**src/fsmw_pkg.sv**
```systemverilog
// constants, register map and types of the sync monitor and wakeup block
package fsmw_pkg;
    // register byte offsets
    localparam logic [11:0] OFS_CTRL      = 12'h000;
    localparam logic [11:0] OFS_SLEEP     = 12'h004;
    localparam logic [11:0] OFS_SYNC_STAT = 12'h008;
    localparam logic [11:0] OFS_SYNC_CFG  = 12'h00c;
    localparam logic [11:0] OFS_IRQ_STAT  = 12'h010;
    localparam logic [11:0] OFS_IRQ_MASK  = 12'h014;
    localparam logic [11:0] OFS_LIST_CNT  = 12'h018;
    localparam logic [11:0] OFS_LIST_BASE = 12'h100;
    localparam logic [11:0] LIST_SPAN     = 12'h100;

    // control register fields
    localparam int CTRL_START_BIT = 0;
    localparam int CTRL_TERM_BIT  = 1;
    localparam int CTRL_WCH_BIT   = 2;
    localparam int CTRL_REP_LSB   = 8;
    localparam int REP_W          = 6;
    localparam logic [5:0] REP_MIN = 6'h02;
    localparam logic [5:0] REP_MAX = 6'h3f;
    localparam logic [5:0] REP_RST = 6'h02;
    localparam logic       TERM_RST = 1'b0;
    localparam logic       WCH_A    = 1'b0;
    localparam logic       WCH_B    = 1'b1;

    // sync count configuration fields
    localparam int CFG_MIN_LSB = 0;
    localparam int CFG_MAX_LSB = 8;
    localparam int CNT_W       = 4;
    localparam logic [3:0] SYNC_MIN_RST = 4'h2;
    localparam logic [3:0] SYNC_MAX_RST = 4'hf;

    // interrupt bits
    localparam int IRQ_W         = 4;
    localparam int IRQ_BELOW     = 0;
    localparam int IRQ_OVER      = 1;
    localparam int IRQ_WAKE_DONE = 2;
    localparam int IRQ_WAKE_COLL = 3;

    // list geometry
    localparam int SLOT_W     = 11;
    localparam int LIST_DEPTH = 16;
    localparam int IDX_W      = 4;
    localparam int LCNT_W     = 5;
    localparam int LCNT_LSB   = 8;

    // wakeup symbol timing
    localparam int CLK_MHZ     = 200;
    localparam int WUS_LOW_NS  = 6000;
    localparam int WUS_IDLE_NS = 18000;
    localparam int PH_W        = 12;
    localparam logic [11:0] WUS_LOW_CYC  = 12'((WUS_LOW_NS * CLK_MHZ + 999) / 1000);
    localparam logic [11:0] WUS_IDLE_CYC = 12'((WUS_IDLE_NS * CLK_MHZ + 999) / 1000);

    typedef enum logic [1:0] {
        SLP_LOCAL_SLEEP = 2'h0,
        SLP_LOCAL_WAKE  = 2'h1,
        SLP_REMOTE_WAKE = 2'h2
    } fsmw_sleep_e;

    typedef enum logic [1:0] {
        SST_WITHIN = 2'h0,
        SST_BELOW  = 2'h1,
        SST_OVER   = 2'h2,
        SST_BOTH   = 2'h3
    } fsmw_sync_e;

    typedef enum logic [2:0] {
        WK_ASLEEP    = 3'b000,
        WK_PENDING   = 3'b001,
        WK_SEND_LOW  = 3'b010,
        WK_SEND_IDLE = 3'b011,
        WK_AWAKE     = 3'b100
    } fsmw_wake_e;
endpackage

```
**src/fsmw_slot_mem.sv**
```systemverilog
// slot id memory with registered read port
`timescale 1ns/10ps
module fsmw_slot_mem #(
    parameter int DATA_W = 11,
    parameter int ADDR_W = 6
) (
    // clock
    input  wire logic              core_clk,
    // write port
    input  wire logic              we,
    input  wire logic [ADDR_W-1:0] waddr,
    input  wire logic [DATA_W-1:0] wdata,
    // read port
    input  wire logic [ADDR_W-1:0] raddr,
    output logic      [DATA_W-1:0] rdata
);
    logic [DATA_W-1:0] mem [0:(1<<ADDR_W)-1];

    // storage write
    always_ff @(posedge core_clk) begin
        if (we) begin
            mem[waddr] <= wdata;
        end
    end

    // registered read
    always_ff @(posedge core_clk) begin
        rdata <= mem[raddr];
    end
endmodule // fsmw_slot_mem

```
**src/fsmw_top.sv**
```systemverilog
// sync frame monitor and wakeup sender with ahb-lite registers
`timescale 1ns/10ps
module fsmw_top (
    // clock and reset
    input  wire logic        core_clk,
    input  wire logic        srst,
    // ahb-lite slave
    input  wire logic        hsel,
    input  wire logic [31:0] haddr,
    input  wire logic [1:0]  htrans,
    input  wire logic        hwrite,
    input  wire logic [2:0]  hsize,
    input  wire logic [31:0] hwdata,
    input  wire logic        hready,
    output logic             hreadyout,
    output logic             hresp,
    output logic      [31:0] hrdata,
    // protocol events
    input  wire logic        cycle_start,
    input  wire logic        cycle_odd,
    input  wire logic        sync_frame,
    input  wire logic [10:0] sync_slot,
    input  wire logic        sync_on_a,
    input  wire logic        sync_on_b,
    // bus pins
    input  wire logic        rx_idle_a,
    input  wire logic        rx_idle_b,
    output logic             wake_drive_a,
    output logic             wake_drive_b,
    output logic             bus_termination_enable,
    output logic             integrate_req,
    output logic             awake,
    output logic             irq
);
    localparam int MA_W = fsmw_pkg::IDX_W + 2;

    logic started, wake_ch, wake_ch_q;
    logic [5:0] rep_cnt;
    logic [3:0] sync_min, sync_max;
    logic dp_wr, dp_list, dp_ok, dp_ch;
    logic [11:0] dp_addr;
    logic [31:0] dp_rdata;
    logic in_cycle, cur_par, below_flag, over_flag;
    logic [5:0] cyc_cnt;
    logic [1:0][4:0] cur_cnt;
    logic [1:0][1:0][4:0] pub_cnt;
    logic [1:0][1:0] pub_half;
    logic [1:0][MA_W-1:0] mem_raddr;
    logic [1:0][10:0] mem_rdata;
    logic [1:0] mem_we;
    logic [3:0] irq_stat, irq_mask, evt;
    fsmw_pkg::fsmw_wake_e wk_state, next_wk_state;
    logic [11:0] ph_cnt;
    logic [5:0] syms_left, sym_seen;
    logic a_valid, wr_ctrl, wr_sleep, wr_cfg, start_pulse, close_cyc;
    logic below_evt, over_evt, done_evt, coll_evt, coll;
    logic [1:0] lsel;
    fsmw_pkg::fsmw_sync_e sync_status;

    // register address match in the data phase
    function automatic logic hit(input logic [11:0] ofs);
        return dp_wr && dp_addr == ofs;
    endfunction

    // bus decode; slave never stalls and always answers okay
    assign hreadyout   = 1'b1;
    assign hresp       = 1'b0;
    assign a_valid     = hsel && htrans[1] && hready;
    assign wr_ctrl     = hit(fsmw_pkg::OFS_CTRL);
    assign wr_sleep    = hit(fsmw_pkg::OFS_SLEEP);
    assign wr_cfg      = hit(fsmw_pkg::OFS_SYNC_CFG);
    assign start_pulse = wr_ctrl && hwdata[fsmw_pkg::CTRL_START_BIT] && !started;
    assign close_cyc   = cycle_start && in_cycle && started;
    assign lsel        = haddr[7:6];

    // address phase capture
    always_ff @(posedge core_clk) begin
        if (srst) begin
            dp_wr   <= 1'b0;
            dp_addr <= 12'h000;
        end else begin
            dp_wr   <= a_valid && hwrite;
            dp_addr <= {haddr[11:2], 2'b00};
        end
    end

    // control and configuration, locked once started
    always_ff @(posedge core_clk) begin
        if (srst) begin
            started   <= 1'b0;
            bus_termination_enable <= fsmw_pkg::TERM_RST;
            wake_ch   <= fsmw_pkg::WCH_A;
            rep_cnt   <= fsmw_pkg::REP_RST;
            sync_min  <= fsmw_pkg::SYNC_MIN_RST;
            sync_max  <= fsmw_pkg::SYNC_MAX_RST;
        end else begin
            if (wr_ctrl) begin
                started <= hwdata[fsmw_pkg::CTRL_START_BIT];
            end
            if (wr_ctrl && !started) begin
                bus_termination_enable <= hwdata[fsmw_pkg::CTRL_TERM_BIT];
                wake_ch <= hwdata[fsmw_pkg::CTRL_WCH_BIT];
                if (hwdata[13:8] >= fsmw_pkg::REP_MIN) begin
                    rep_cnt <= hwdata[fsmw_pkg::CTRL_REP_LSB +: fsmw_pkg::REP_W];
                end
            end
            if (wr_cfg && !started) begin
                sync_min <= hwdata[fsmw_pkg::CFG_MIN_LSB +: fsmw_pkg::CNT_W];
                sync_max <= hwdata[fsmw_pkg::CFG_MAX_LSB +: fsmw_pkg::CNT_W];
            end
        end
    end

    // cycle tracking and per-cycle sync count
    always_ff @(posedge core_clk) begin
        if (srst || start_pulse || !started) begin
            in_cycle <= 1'b0;
            cur_par  <= 1'b0;
            cyc_cnt  <= 6'h00;
        end else if (cycle_start) begin
            in_cycle <= 1'b1;
            cur_par  <= cycle_odd;
            cyc_cnt  <= 6'h00;
        end else if (sync_frame && in_cycle && cyc_cnt != 6'h3f) begin
            cyc_cnt  <= cyc_cnt + 6'h01;
        end
    end

    // count limits checked as each cycle closes
    assign below_evt = close_cyc && cyc_cnt < {2'b00, sync_min};
    assign over_evt  = close_cyc && cyc_cnt > {2'b00, sync_max};

    // sticky error flags, cleared only by a start
    always_ff @(posedge core_clk) begin
        if (srst || start_pulse) begin
            below_flag <= 1'b0;
            over_flag  <= 1'b0;
        end else begin
            below_flag <= below_flag || below_evt;
            over_flag  <= over_flag || over_evt;
        end
    end

    // status is within limits while stopped
    assign sync_status = !started ? fsmw_pkg::SST_WITHIN
                       : fsmw_pkg::fsmw_sync_e'({over_flag, below_flag});

    // list building: write the hidden half, publish on cycle close
    always_ff @(posedge core_clk) begin
        if (srst || start_pulse) begin
            cur_cnt  <= '0;
            pub_cnt  <= '0;
            pub_half <= '0;
        end else begin
            for (int c = 0; c < 2; c++) begin
                if (close_cyc) begin
                    pub_cnt[c][cur_par]  <= cur_cnt[c];
                    pub_half[c][cur_par] <= !pub_half[c][cur_par];
                    cur_cnt[c]           <= 5'h00;
                end else if (cycle_start) begin
                    cur_cnt[c] <= 5'h00;
                end else if (mem_we[c]) begin
                    cur_cnt[c] <= cur_cnt[c] + 5'h01;
                end
            end
        end
    end

    // one slot memory per channel
    generate
        for (genvar g = 0; g < 2; g++) begin : g_chan
            logic on_ch;
            assign on_ch = (g == 0) ? sync_on_a : sync_on_b;
            assign mem_we[g] = sync_frame && on_ch && in_cycle && !cycle_start
                               && cur_cnt[g] < 5'(fsmw_pkg::LIST_DEPTH);
            assign mem_raddr[g] = {lsel[0], pub_half[g][lsel[0]], haddr[5:2]};
            fsmw_slot_mem #(
                .DATA_W (fsmw_pkg::SLOT_W),
                .ADDR_W (MA_W)
            ) u_mem (
                .core_clk (core_clk),
                .we       (mem_we[g]),
                .waddr    ({cur_par, !pub_half[g][cur_par], cur_cnt[g][3:0]}),
                .wdata    (sync_slot),
                .raddr    (mem_raddr[g]),
                .rdata    (mem_rdata[g])
            );
        end
    endgenerate

    // read data prepared in the address phase
    always_ff @(posedge core_clk) begin
        if (srst) begin
            dp_list  <= 1'b0;
            dp_ok    <= 1'b0;
            dp_ch    <= 1'b0;
            dp_rdata <= 32'h0000_0000;
        end else begin
            dp_list  <= haddr[11:8] == fsmw_pkg::OFS_LIST_BASE[11:8];
            dp_ch    <= lsel[1];
            dp_ok    <= started && {1'b0, haddr[5:2]} < pub_cnt[lsel[1]][lsel[0]];
            dp_rdata <= 32'h0000_0000;
            unique case ({haddr[11:2], 2'b00})
                fsmw_pkg::OFS_CTRL:      dp_rdata <= {18'h0, rep_cnt, 5'h0, wake_ch,
                                                      bus_termination_enable, started};
                fsmw_pkg::OFS_SYNC_STAT: dp_rdata <= {30'h0, sync_status};
                fsmw_pkg::OFS_SYNC_CFG:  dp_rdata <= {20'h0, sync_max, 4'h0, sync_min};
                fsmw_pkg::OFS_IRQ_STAT:  dp_rdata <= {28'h0, irq_stat};
                fsmw_pkg::OFS_IRQ_MASK:  dp_rdata <= {28'h0, irq_mask};
                fsmw_pkg::OFS_LIST_CNT:  if (started) begin
                    dp_rdata <= {3'h0, pub_cnt[1][1], 3'h0, pub_cnt[1][0],
                                 3'h0, pub_cnt[0][1], 3'h0, pub_cnt[0][0]};
                end
                default:                 dp_rdata <= 32'h0000_0000;
            endcase
        end
    end

    // list entries come straight from the memory output register
    assign hrdata = !dp_list ? dp_rdata
                  : dp_ok ? {21'h0, mem_rdata[dp_ch]} : 32'h0000_0000;

    // wakeup state machine
    assign coll = (wake_ch_q == fsmw_pkg::WCH_A) ? !rx_idle_a : !rx_idle_b;
    always_comb begin
        next_wk_state = wk_state;
        unique case (wk_state)
            fsmw_pkg::WK_ASLEEP: begin
                if (wr_sleep && hwdata[1:0] == fsmw_pkg::SLP_LOCAL_WAKE) begin
                    next_wk_state = fsmw_pkg::WK_AWAKE;
                end else if (wr_sleep && hwdata[1:0] == fsmw_pkg::SLP_REMOTE_WAKE) begin
                    next_wk_state = started ? fsmw_pkg::WK_SEND_LOW
                                  : fsmw_pkg::WK_PENDING;
                end
            end
            fsmw_pkg::WK_PENDING: begin
                if (wr_sleep && hwdata[1:0] == fsmw_pkg::SLP_LOCAL_SLEEP) begin
                    next_wk_state = fsmw_pkg::WK_ASLEEP;
                end else if (started) begin
                    next_wk_state = fsmw_pkg::WK_SEND_LOW;
                end
            end
            fsmw_pkg::WK_SEND_LOW: begin
                if (ph_cnt == fsmw_pkg::WUS_LOW_CYC - 12'h001) begin
                    next_wk_state = fsmw_pkg::WK_SEND_IDLE;
                end
            end
            fsmw_pkg::WK_SEND_IDLE: begin
                if (coll) begin
                    next_wk_state = fsmw_pkg::WK_AWAKE;
                end else if (ph_cnt == fsmw_pkg::WUS_IDLE_CYC - 12'h001) begin
                    next_wk_state = (syms_left == 6'h01) ? fsmw_pkg::WK_AWAKE
                                  : fsmw_pkg::WK_SEND_LOW;
                end
            end
            fsmw_pkg::WK_AWAKE: begin
                if (wr_sleep && hwdata[1:0] == fsmw_pkg::SLP_LOCAL_SLEEP) begin
                    next_wk_state = fsmw_pkg::WK_ASLEEP;
                end
            end
            default: next_wk_state = fsmw_pkg::WK_ASLEEP;
        endcase
    end

    assign coll_evt = wk_state == fsmw_pkg::WK_SEND_IDLE && coll;
    assign done_evt = wk_state == fsmw_pkg::WK_SEND_IDLE && !coll
                      && next_wk_state == fsmw_pkg::WK_AWAKE;

    // wakeup sequencing registers
    always_ff @(posedge core_clk) begin
        if (srst) begin
            wk_state      <= fsmw_pkg::WK_ASLEEP;
            ph_cnt        <= 12'h000;
            syms_left     <= 6'h00;
            wake_ch_q     <= fsmw_pkg::WCH_A;
            wake_drive_a  <= 1'b0;
            wake_drive_b  <= 1'b0;
            integrate_req <= 1'b0;
            awake         <= 1'b0;
        end else begin
            wk_state <= next_wk_state;
            ph_cnt   <= (next_wk_state != wk_state) ? 12'h000 : ph_cnt + 12'h001;
            // load only on entry from asleep or pending, not on every low cycle
            if (next_wk_state == fsmw_pkg::WK_SEND_LOW
                && (wk_state == fsmw_pkg::WK_ASLEEP || wk_state == fsmw_pkg::WK_PENDING)) begin
                syms_left <= rep_cnt;
                wake_ch_q <= wake_ch;
            end else if (wk_state == fsmw_pkg::WK_SEND_IDLE
                         && next_wk_state == fsmw_pkg::WK_SEND_LOW) begin
                syms_left <= syms_left - 6'h01;
            end
            wake_drive_a  <= next_wk_state == fsmw_pkg::WK_SEND_LOW
                             && (wk_state == fsmw_pkg::WK_SEND_LOW
                                 || wk_state == fsmw_pkg::WK_SEND_IDLE ? wake_ch_q : wake_ch)
                                == fsmw_pkg::WCH_A;
            wake_drive_b  <= next_wk_state == fsmw_pkg::WK_SEND_LOW
                             && (wk_state == fsmw_pkg::WK_SEND_LOW
                                 || wk_state == fsmw_pkg::WK_SEND_IDLE ? wake_ch_q : wake_ch)
                                == fsmw_pkg::WCH_B;
            integrate_req <= next_wk_state == fsmw_pkg::WK_AWAKE
                             && wk_state != fsmw_pkg::WK_AWAKE;
            awake         <= next_wk_state != fsmw_pkg::WK_ASLEEP;
        end
    end

    // interrupt status, write one to clear, set wins
    assign evt = {coll_evt, done_evt, over_evt, below_evt};
    always_ff @(posedge core_clk) begin
        if (srst) begin
            irq_stat <= 4'h0;
            irq_mask <= 4'h0;
        end else begin
            irq_stat <= (irq_stat & ~(hit(fsmw_pkg::OFS_IRQ_STAT) ? hwdata[3:0] : 4'h0)) | evt;
            if (hit(fsmw_pkg::OFS_IRQ_MASK)) begin
                irq_mask <= hwdata[3:0];
            end
        end
    end
    assign irq = |(irq_stat & irq_mask);

    // symbol counter seen by the checks only
    always_ff @(posedge core_clk) begin
        if (srst || wk_state == fsmw_pkg::WK_ASLEEP) begin
            sym_seen <= 6'h00;
        end else if ((wake_drive_a || wake_drive_b) && ph_cnt == 12'h000) begin
            sym_seen <= sym_seen + 6'h01;
        end
    end

    list_empty_a: assert property (@(posedge core_clk) disable iff (srst)
        (a_valid && !hwrite && !started && haddr[11:8] == 4'h1) |=> hrdata == 32'h0)
        else $error("list read not empty while stopped");
    below_set_a: assert property (@(posedge core_clk) disable iff (srst)
        below_evt |=> below_flag && sync_status[0])
        else $error("below minimum not flagged");
    over_set_a: assert property (@(posedge core_clk) disable iff (srst)
        over_evt |=> over_flag && sync_status[1])
        else $error("overflow not flagged");
    both_code_a: assert property (@(posedge core_clk) disable iff (srst)
        (started && below_flag && over_flag) |-> sync_status == fsmw_pkg::SST_BOTH)
        else $error("combined status wrong");
    stop_within_a: assert property (@(posedge core_clk) disable iff (srst)
        !started |-> sync_status == fsmw_pkg::SST_WITHIN)
        else $error("status not within limits while stopped");
    flag_sticky_a: assert property (@(posedge core_clk) disable iff (srst)
        (below_flag && !start_pulse) |=> below_flag)
        else $error("below flag dropped without start");
    cfg_locked_a: assert property (@(posedge core_clk) disable iff (srst)
        (started && $past(started)) |-> $stable(wake_ch) && $stable(rep_cnt)
            && $stable(bus_termination_enable))
        else $error("setting changed while started");
    drive_chan_a: assert property (@(posedge core_clk) disable iff (srst)
        (wk_state == fsmw_pkg::WK_SEND_LOW) |-> (wake_drive_b == wake_ch_q)
            && (wake_drive_a != wake_ch_q))
        else $error("wakeup driven on wrong channel");
    sym_count_a: assert property (@(posedge core_clk) disable iff (srst)
        done_evt |-> sym_seen == rep_cnt)
        else $error("wrong number of wakeup symbols");
    local_wake_a: assert property (@(posedge core_clk) disable iff (srst)
        (wk_state == fsmw_pkg::WK_ASLEEP && wr_sleep && hwdata[1:0] == 2'h1)
            |=> wk_state == fsmw_pkg::WK_AWAKE && !wake_drive_a && !wake_drive_b)
        else $error("local wake misbehaved");
endmodule // fsmw_top

```
**config.mk**
```make
export PLATFORM = sky130hd
export DESIGN_NAME = fsmw_top
export DESIGN_NICKNAME = d
export VERILOG_FILES = /design/src/fsmw_pkg.sv /design/src/fsmw_slot_mem.sv /design/src/fsmw_top.sv
export SDC_FILE = /design/constraint.sdc
export NUM_CORES = 2
export LEC_CHECK = 0
export BUFFER_PORTS_ARGS = -buffer_cell sky130_fd_sc_hd__buf_2
export CAP_MARGIN = 10
export CORE_ASPECT_RATIO = 0.9
export CORE_MARGIN = 2
export CORE_UTILIZATION = 52
export DETAILED_ROUTE_END_ITERATION = 10
export PLACE_DENSITY = 0.74
export SLEW_MARGIN = 20
export SYNTH_ARGS = -nofsm -noshare
export SYNTH_HDL_FRONTEND = slang
export SYNTH_SLANG_ARGS = --single-unit
export TNS_END_PERCENT = 50
```
**constraint.sdc**
```tcl
create_clock -name core_clk -period 3.04 [get_ports core_clk]
set_input_delay 0.304 -clock core_clk [delete_from_list [all_inputs] [get_ports core_clk]]
set_output_delay 0.304 -clock core_clk [all_outputs]
set_load 0.1 [all_outputs]
```
**After elaboration in Yosys (flattened, before gate mapping)**

Memories as Yosys holds them, arrays and structs flattened. A register that Yosys moved wholly into a read port is not among the register bits.
Cells that the tools add are included.

- Word-level logic and storage cells: 193
- Memories kept: 2
- Bits in writable memories: 1408
- Register bits: 143
- Output and inout bits: 40

- Multiplexer cells: 47
- Add/sub/neg operators: 5
- Equal/unequal tests: 24
- Bitwise operators: 5
- Reductions and logical operators: 63
- $lt $le $gt $ge: 11

Memories:

| memory | depth | width | rd ports | clocked after Yosys merged registers in | write ports | line | source |
|---|---|---|---|---|---|---|---|
| g_chan[0].u_mem.mem | 64 | 11 | 1 | 1 | 1 | fsmw_slot_mem.sv:17 | `logic [DATA_W-1:0] mem [0:(1<<ADDR_W)-1];` |
| g_chan[1].u_mem.mem | 64 | 11 | 1 | 1 | 1 | fsmw_slot_mem.sv:17 |  |

Operators with widths:

| cell | number |
|---|---|
| $pmux W29 S6 | 1 |
| $logic_and A1 B1 Y1 | 39 |
| $mux W11 | 3 |
| $mux W32 | 1 |
| $eq A10 B3 Y1 const B | 3 |
| $mux W29 | 1 |
| $mux W3 | 9 |
| $eq A12 B5 Y1 const B | 2 |
| $bwmux W10 | 2 |
| $eq A10 B2 Y1 const B | 2 |
| $mux W10 | 2 |
| $mux W1 | 15 |
| $mux W5 | 3 |
| $pmux W3 S5 | 1 |
| $add A12 B1 Y12 const B | 1 |
| $eq A12 B11 Y1 const B | 1 |
| $eq A12 B12 Y1 const B | 1 |
| $eq A12 B3 Y1 const B | 1 |
| $eq A12 B4 Y1 const B | 1 |
| $logic_not A12 Y1 | 1 |
| $mux W6 | 2 |
| $add A5 B1 Y5 const B | 2 |
| $logic_not A10 Y1 | 1 |
| $lt A5 B5 Y1 const B | 2 |
| 37 further kinds | 58 |

**Logic depth before layout (Yosys ltp)**

- Word-level depth: 10
- Depth in mapped cells: 10
- Depth with buffers taken out: 8

**Modules after synthesis**

From an unflattened synthesis, not the netlist that was laid out.

- Cells, all modules: 3267
- Area, all modules: 61116.1 µm²

By module, submodules not included:

| module | area each (µm²) | times used | cells each |
|---|---|---|---|
| fsmw_slot_mem | 27486.4 | 2 | 1279 |
| fsmw_top | 6143.4 | 1 | 709 |

**Least setup slack after synthesis**

Ideal clock, no wire load.

- Path kind: input -> register
- Start: input port haddr[2]
- End: register g_chan[0].u_mem.rdata[0], read port of g_chan[0].u_mem.mem
- Stages: 6
- Setup slack: 0.210 ns
- Buffers on the path: 3
- Setup time: 0.134 ns
- Required time: 2.906 ns
- Data arrival time: 2.696 ns
- Cell sequence: clkbuf_1 clkbuf_1 buf_1 mux4_2 mux4_2 mux4_2

RTL lines:

| what | line | source |
|---|---|---|
| start: declaration | fsmw_top.sv:9 | `input wire logic [31:0] haddr,` |
| end: declaration | fsmw_slot_mem.sv:15 | `output logic [DATA_W-1:0] rdata` |

**Worst setup path in the final report**

- Start: register in_cycle
- End: memory g_chan[0].u_mem.mem[16][10] (enable)

- Longest elaborated chain between the ends: 5

RTL lines:

| what | line | source |
|---|---|---|
| start: declaration | fsmw_top.sv:43 | `logic in_cycle, cur_par, below_flag, over_flag;` |
| start signal: assignment | fsmw_top.sv:117 | `in_cycle <= 1'b0;` |
| start signal: assignment | fsmw_top.sv:121 | `in_cycle <= 1'b1;` |
| $logic_and A1 B1 Y1 (2 in series) | fsmw_top.sv:174 | `assign mem_we[g] = sync_frame && on_ch && in_cycle && !cycle_start` |
| $logic_and A1 B1 Y1 | fsmw_top.sv:175 | `&& cur_cnt[g] < 5'(fsmw_pkg::LIST_DEPTH);` |
| $mux W1 | fsmw_slot_mem.sv:21 | `if (we) begin` |
| $mux W1 (implied by the code) | fsmw_slot_mem.sv:22 | `mem[waddr] <= wdata;` |
| end: declaration | fsmw_slot_mem.sv:17 |  |

Every way passes these cells.

==> summary.json <==
{
  "run_status": "complete, no violations",
  "post-route-min-period_ns": 2.90,
  "n_fill_cell": 7570,
  "first_global_vias": 30500,
  "drt_pass1_iterations": 5,
  "worstPathRequired_ns": 3.47,
  "maxSlewViolCount": 0,
  "synth_cells": 2861,
  "syn_to_final_growth_pct": 15.1,
  "core_area_um2": 115000,
  "clock_tree.buffer_depth": 3,
  "cts-htree-levels": 4,
  "total_leakage_power_nw": 22.3,
  "hold_path.class": "input port to register",
  "synth_area_leader_cell": "edfxtp_1",
  "route.detailed.vias_per_inst": 6.28,
  "detail_route.drc_violations": 0,
  "async_flop_share": 0,
  "maxCapViolations": 0,
  "sink_count_of_the_clock_tree": 1559,
  "initial_standard_cell_utilization_of_the_core": 0.524,
  "final_layout_size_suffix_gt1_frac": 0.302,
  "rows": 118,
  "grt_overflow": 0,
  "clock.fmax_ghz": 0.345,
  "multiInputGateArea_um2": 14200,
  "final_antenna_net_count": 0,
  "finalSetupViolations": 0,
  "clock_transition_at_the_register_clock_pins_on_the_worst_setup_and_hold_paths_after_cts_ns": 0.06,
  "synth.distinct_cells": 68,
  "synth.ff_latch_count": 1559,
  "cts-buffers-inserted": 149,
  "synth-seq-area-share": 0.752,
  "final_nets": 3302,
  "final.setup_skew_ns": 0.0479,
  "antenna_found_initial": 4,
  "worstSetupPathType": "register to register",
  "synthMostInstantiatedCell": "edfxtp_1",
  "synth_area_leaders": "edfxtp_1 (70%), mux4_2 (17%), dfxtp_1 (5.0%)",
  "synthDominantCellAreaShare": 0.702,
  "relSlewSlack": 0.333,
  "grt_max_degree": 129,
  "hold_viol": 0,
  "number_of_buffer_cells_added_on_primary_ports": 73,
  "number_of_enable_flip_flop_cells_after_synthesis": 1408,
  "critPathLaunchType": "register",
  "cts_tree": "built",
  "drt_iter0_drc": 3910,
  "syn-cell-area_um2": 60200,
  "crit_path_end_kind": "register",
  "min_period_over_period": 0.954,
  "gp_congestion": 0.909,
  "clock_tree.root_cell": "clkbuf_16",
  "fin_setup_tns_ns": 0,
  "dieArea_um2": 119000,
  "powerDensity_nw_per_um2": 634,
  "synth.cells.most_frequent": "edfxtp_1 (1408), mux4_2 (467), nor2_1 (222)",
  "insertion_delay_ns": 0.77,
  "fin_worst_hold_slack_ns": 0.0560,
  "max-vdd-ir-drop_uv": 499,
  "core_util_final": 0.603,
  "synth-warning-count": 0,
  "seq_area_um2": 45300,
  "track_usage": 0.239,
  "routed_wl_um": 140000,
  "worst_slew_pin_slew_ns": 1.00,
  "wire_per_inst_um": 29.1,
  "dieHeight_um": 327,
  "synth_area_per_cell_um2": 21.1,
  "die_w_um": 363,
  "rsz0062_at_grt": "false",
  "detailed_place_hpwl_um": 86300,
  "vias_post_dr": 30200,
  "floorplan.io_pins": 132,
  "synth_flop_cell": "edfxtp_1",
  "cp_data_arrival_time_ns": 3.33,
  "grt_pass1_wl_um": 206000,
  "critical_path_peak_fanout": 11
}
## what timing repair did
item,4_1_cts,5_1_grt
setup buffers,0,1
hold buffers,26,0
hold endpoints to repair,59,0
setup endpoints to repair,0,23
gates resized for setup,0,3
## layout by cell type (no fill, tap or decap), types with 7 or more instances in the layout
cell type,netlist,layout
nand4_1,11,11
and3_1,22,22
o22ai_1,8,8
ha_1,16,16
xor2_1,14,14
clkbuf_1,80,39
clkbuf_16,0,150
dfxtp_1,151,151
o21ai_0,11,11
buf_2,8,56
clkinv_2,0,20
buf_12,0,40
inv_6,0,8
nand2_1,82,81
nand3_1,24,24
conb_1,2,10
a21oi_1,39,39
bufinv_16,0,13
edfxtp_1,1408,1408
xnor2_1,13,13
nor2b_1,27,27
inv_1,37,37
nor2_1,222,222
clkbuf_8,0,9
dlygate4sd3_1,0,26
buf_4,10,207
mux2i_1,26,26
nor3_1,11,11
or3_1,10,10
a22oi_1,8,8
clkinv_1,2,27
mux4_2,467,467
nand2b_1,7,7
## stage by stage
step | std cells | power, mW | worst slack (ns) | cell area (um2)
after floorplan | 2869 | 24.9 | 0.210 | 60300
after global placement | 4516 | 25.8 | 0.194 | 64200
after detailed placement | 4516 | 25.9 | 0.0748 | 64200
after CTS | 4817 | 44.2 | 0.0628 | 69300
after global routing | 4818 | 45.0 | 0.0329 | 69300
final | 4819 | 43.9 | 0.139 | 69300
## final timing paths
check	to	slack, ns	start	depth (start not counted)
min reg2reg	ph_cnt[0]$_SDFF_PP0_	0.46	ph_cnt[0]$_SDFF_PP0_	1
max reg2reg	g_chan[0].u_mem.mem[16][10]$_DFFE_PP_	0.14	in_cycle$_SDFFE_PP0P_	7
max	g_chan[0].u_mem.mem[16][10]$_DFFE_PP_	0.14	in_cycle$_SDFFE_PP0P_	7
min	g_chan[0].u_mem.mem[50][6]$_DFFE_PP_	0.06	sync_slot[6]	2
## power by group
part           switching [mW]  leakage, nW  internal, mW  total, mW
combinational            1.18         6.07         0.865       2.04
clock                    7.94         2.37          10.5       18.5
sequential             0.0487         13.9          23.4       23.4
## final cells by class
cell class                 count  area share
inverter                      39     0.00211
clock inverter                76      0.0120
antenna                        1   0.0000361
clock buffer                 199      0.0582
multi-input combinational   1111       0.205
sequential                  1559       0.653
timing repair buffer         334      0.0426
tap                         1500      0.0271
## registers in the layout, indices dropped and copies added (netlist names), 6 cells and up
signal and flops:
cur_cnt 10, cyc_cnt 6, dp_addr 10, dp_rdata 21, g_chan.u_mem.mem 1408, g_chan.u_mem.rdata 22
ph_cnt 12, pub_cnt 20, rep_cnt 6, syms_left 6
## metal layers
| metal | GRT usage | vias up | share of wire |
|---|---|---|---|
| met2 | 0.371 | 1674 | 0.48 |
| met5 | 0 | - | 0.00013 |
| met1 | 0.347 | 15900 | 0.40 |
| met4 | 0.0712 | 2 | 0.026 |
| met3 | 0.0506 | 246 | 0.096 |
| li1 | - | 12500 | - |
## worst max-delay path, cell delays in order, from the launching register on
cell	delay, ns
dfxtp_1	0.37
nand2_1	0.13
nor4b_1	0.40
buf_4	0.22
nor2b_1	0.35
nand2_1	0.55
nor2_1	0.26
buf_4	0.29
## cells by family (layout without fill, tap and decap cells)
family | count (synthesis) | in the layout | synth area share
simple gates | 453 | 453 | 0.0355
buf+inv | 199 | 648 | 0.0132
flops | 1559 | 1559 | 0.752
xor+xnor | 27 | 27 | 0.00393
compound gates | 111 | 111 | 0.0129
other cells | 2 | 11 | 0.000125
fa+ha+maj | 16 | 16 | 0.00332
mux | 494 | 494 | 0.179
Note: power is estimated with default switching activity, not from simulation.
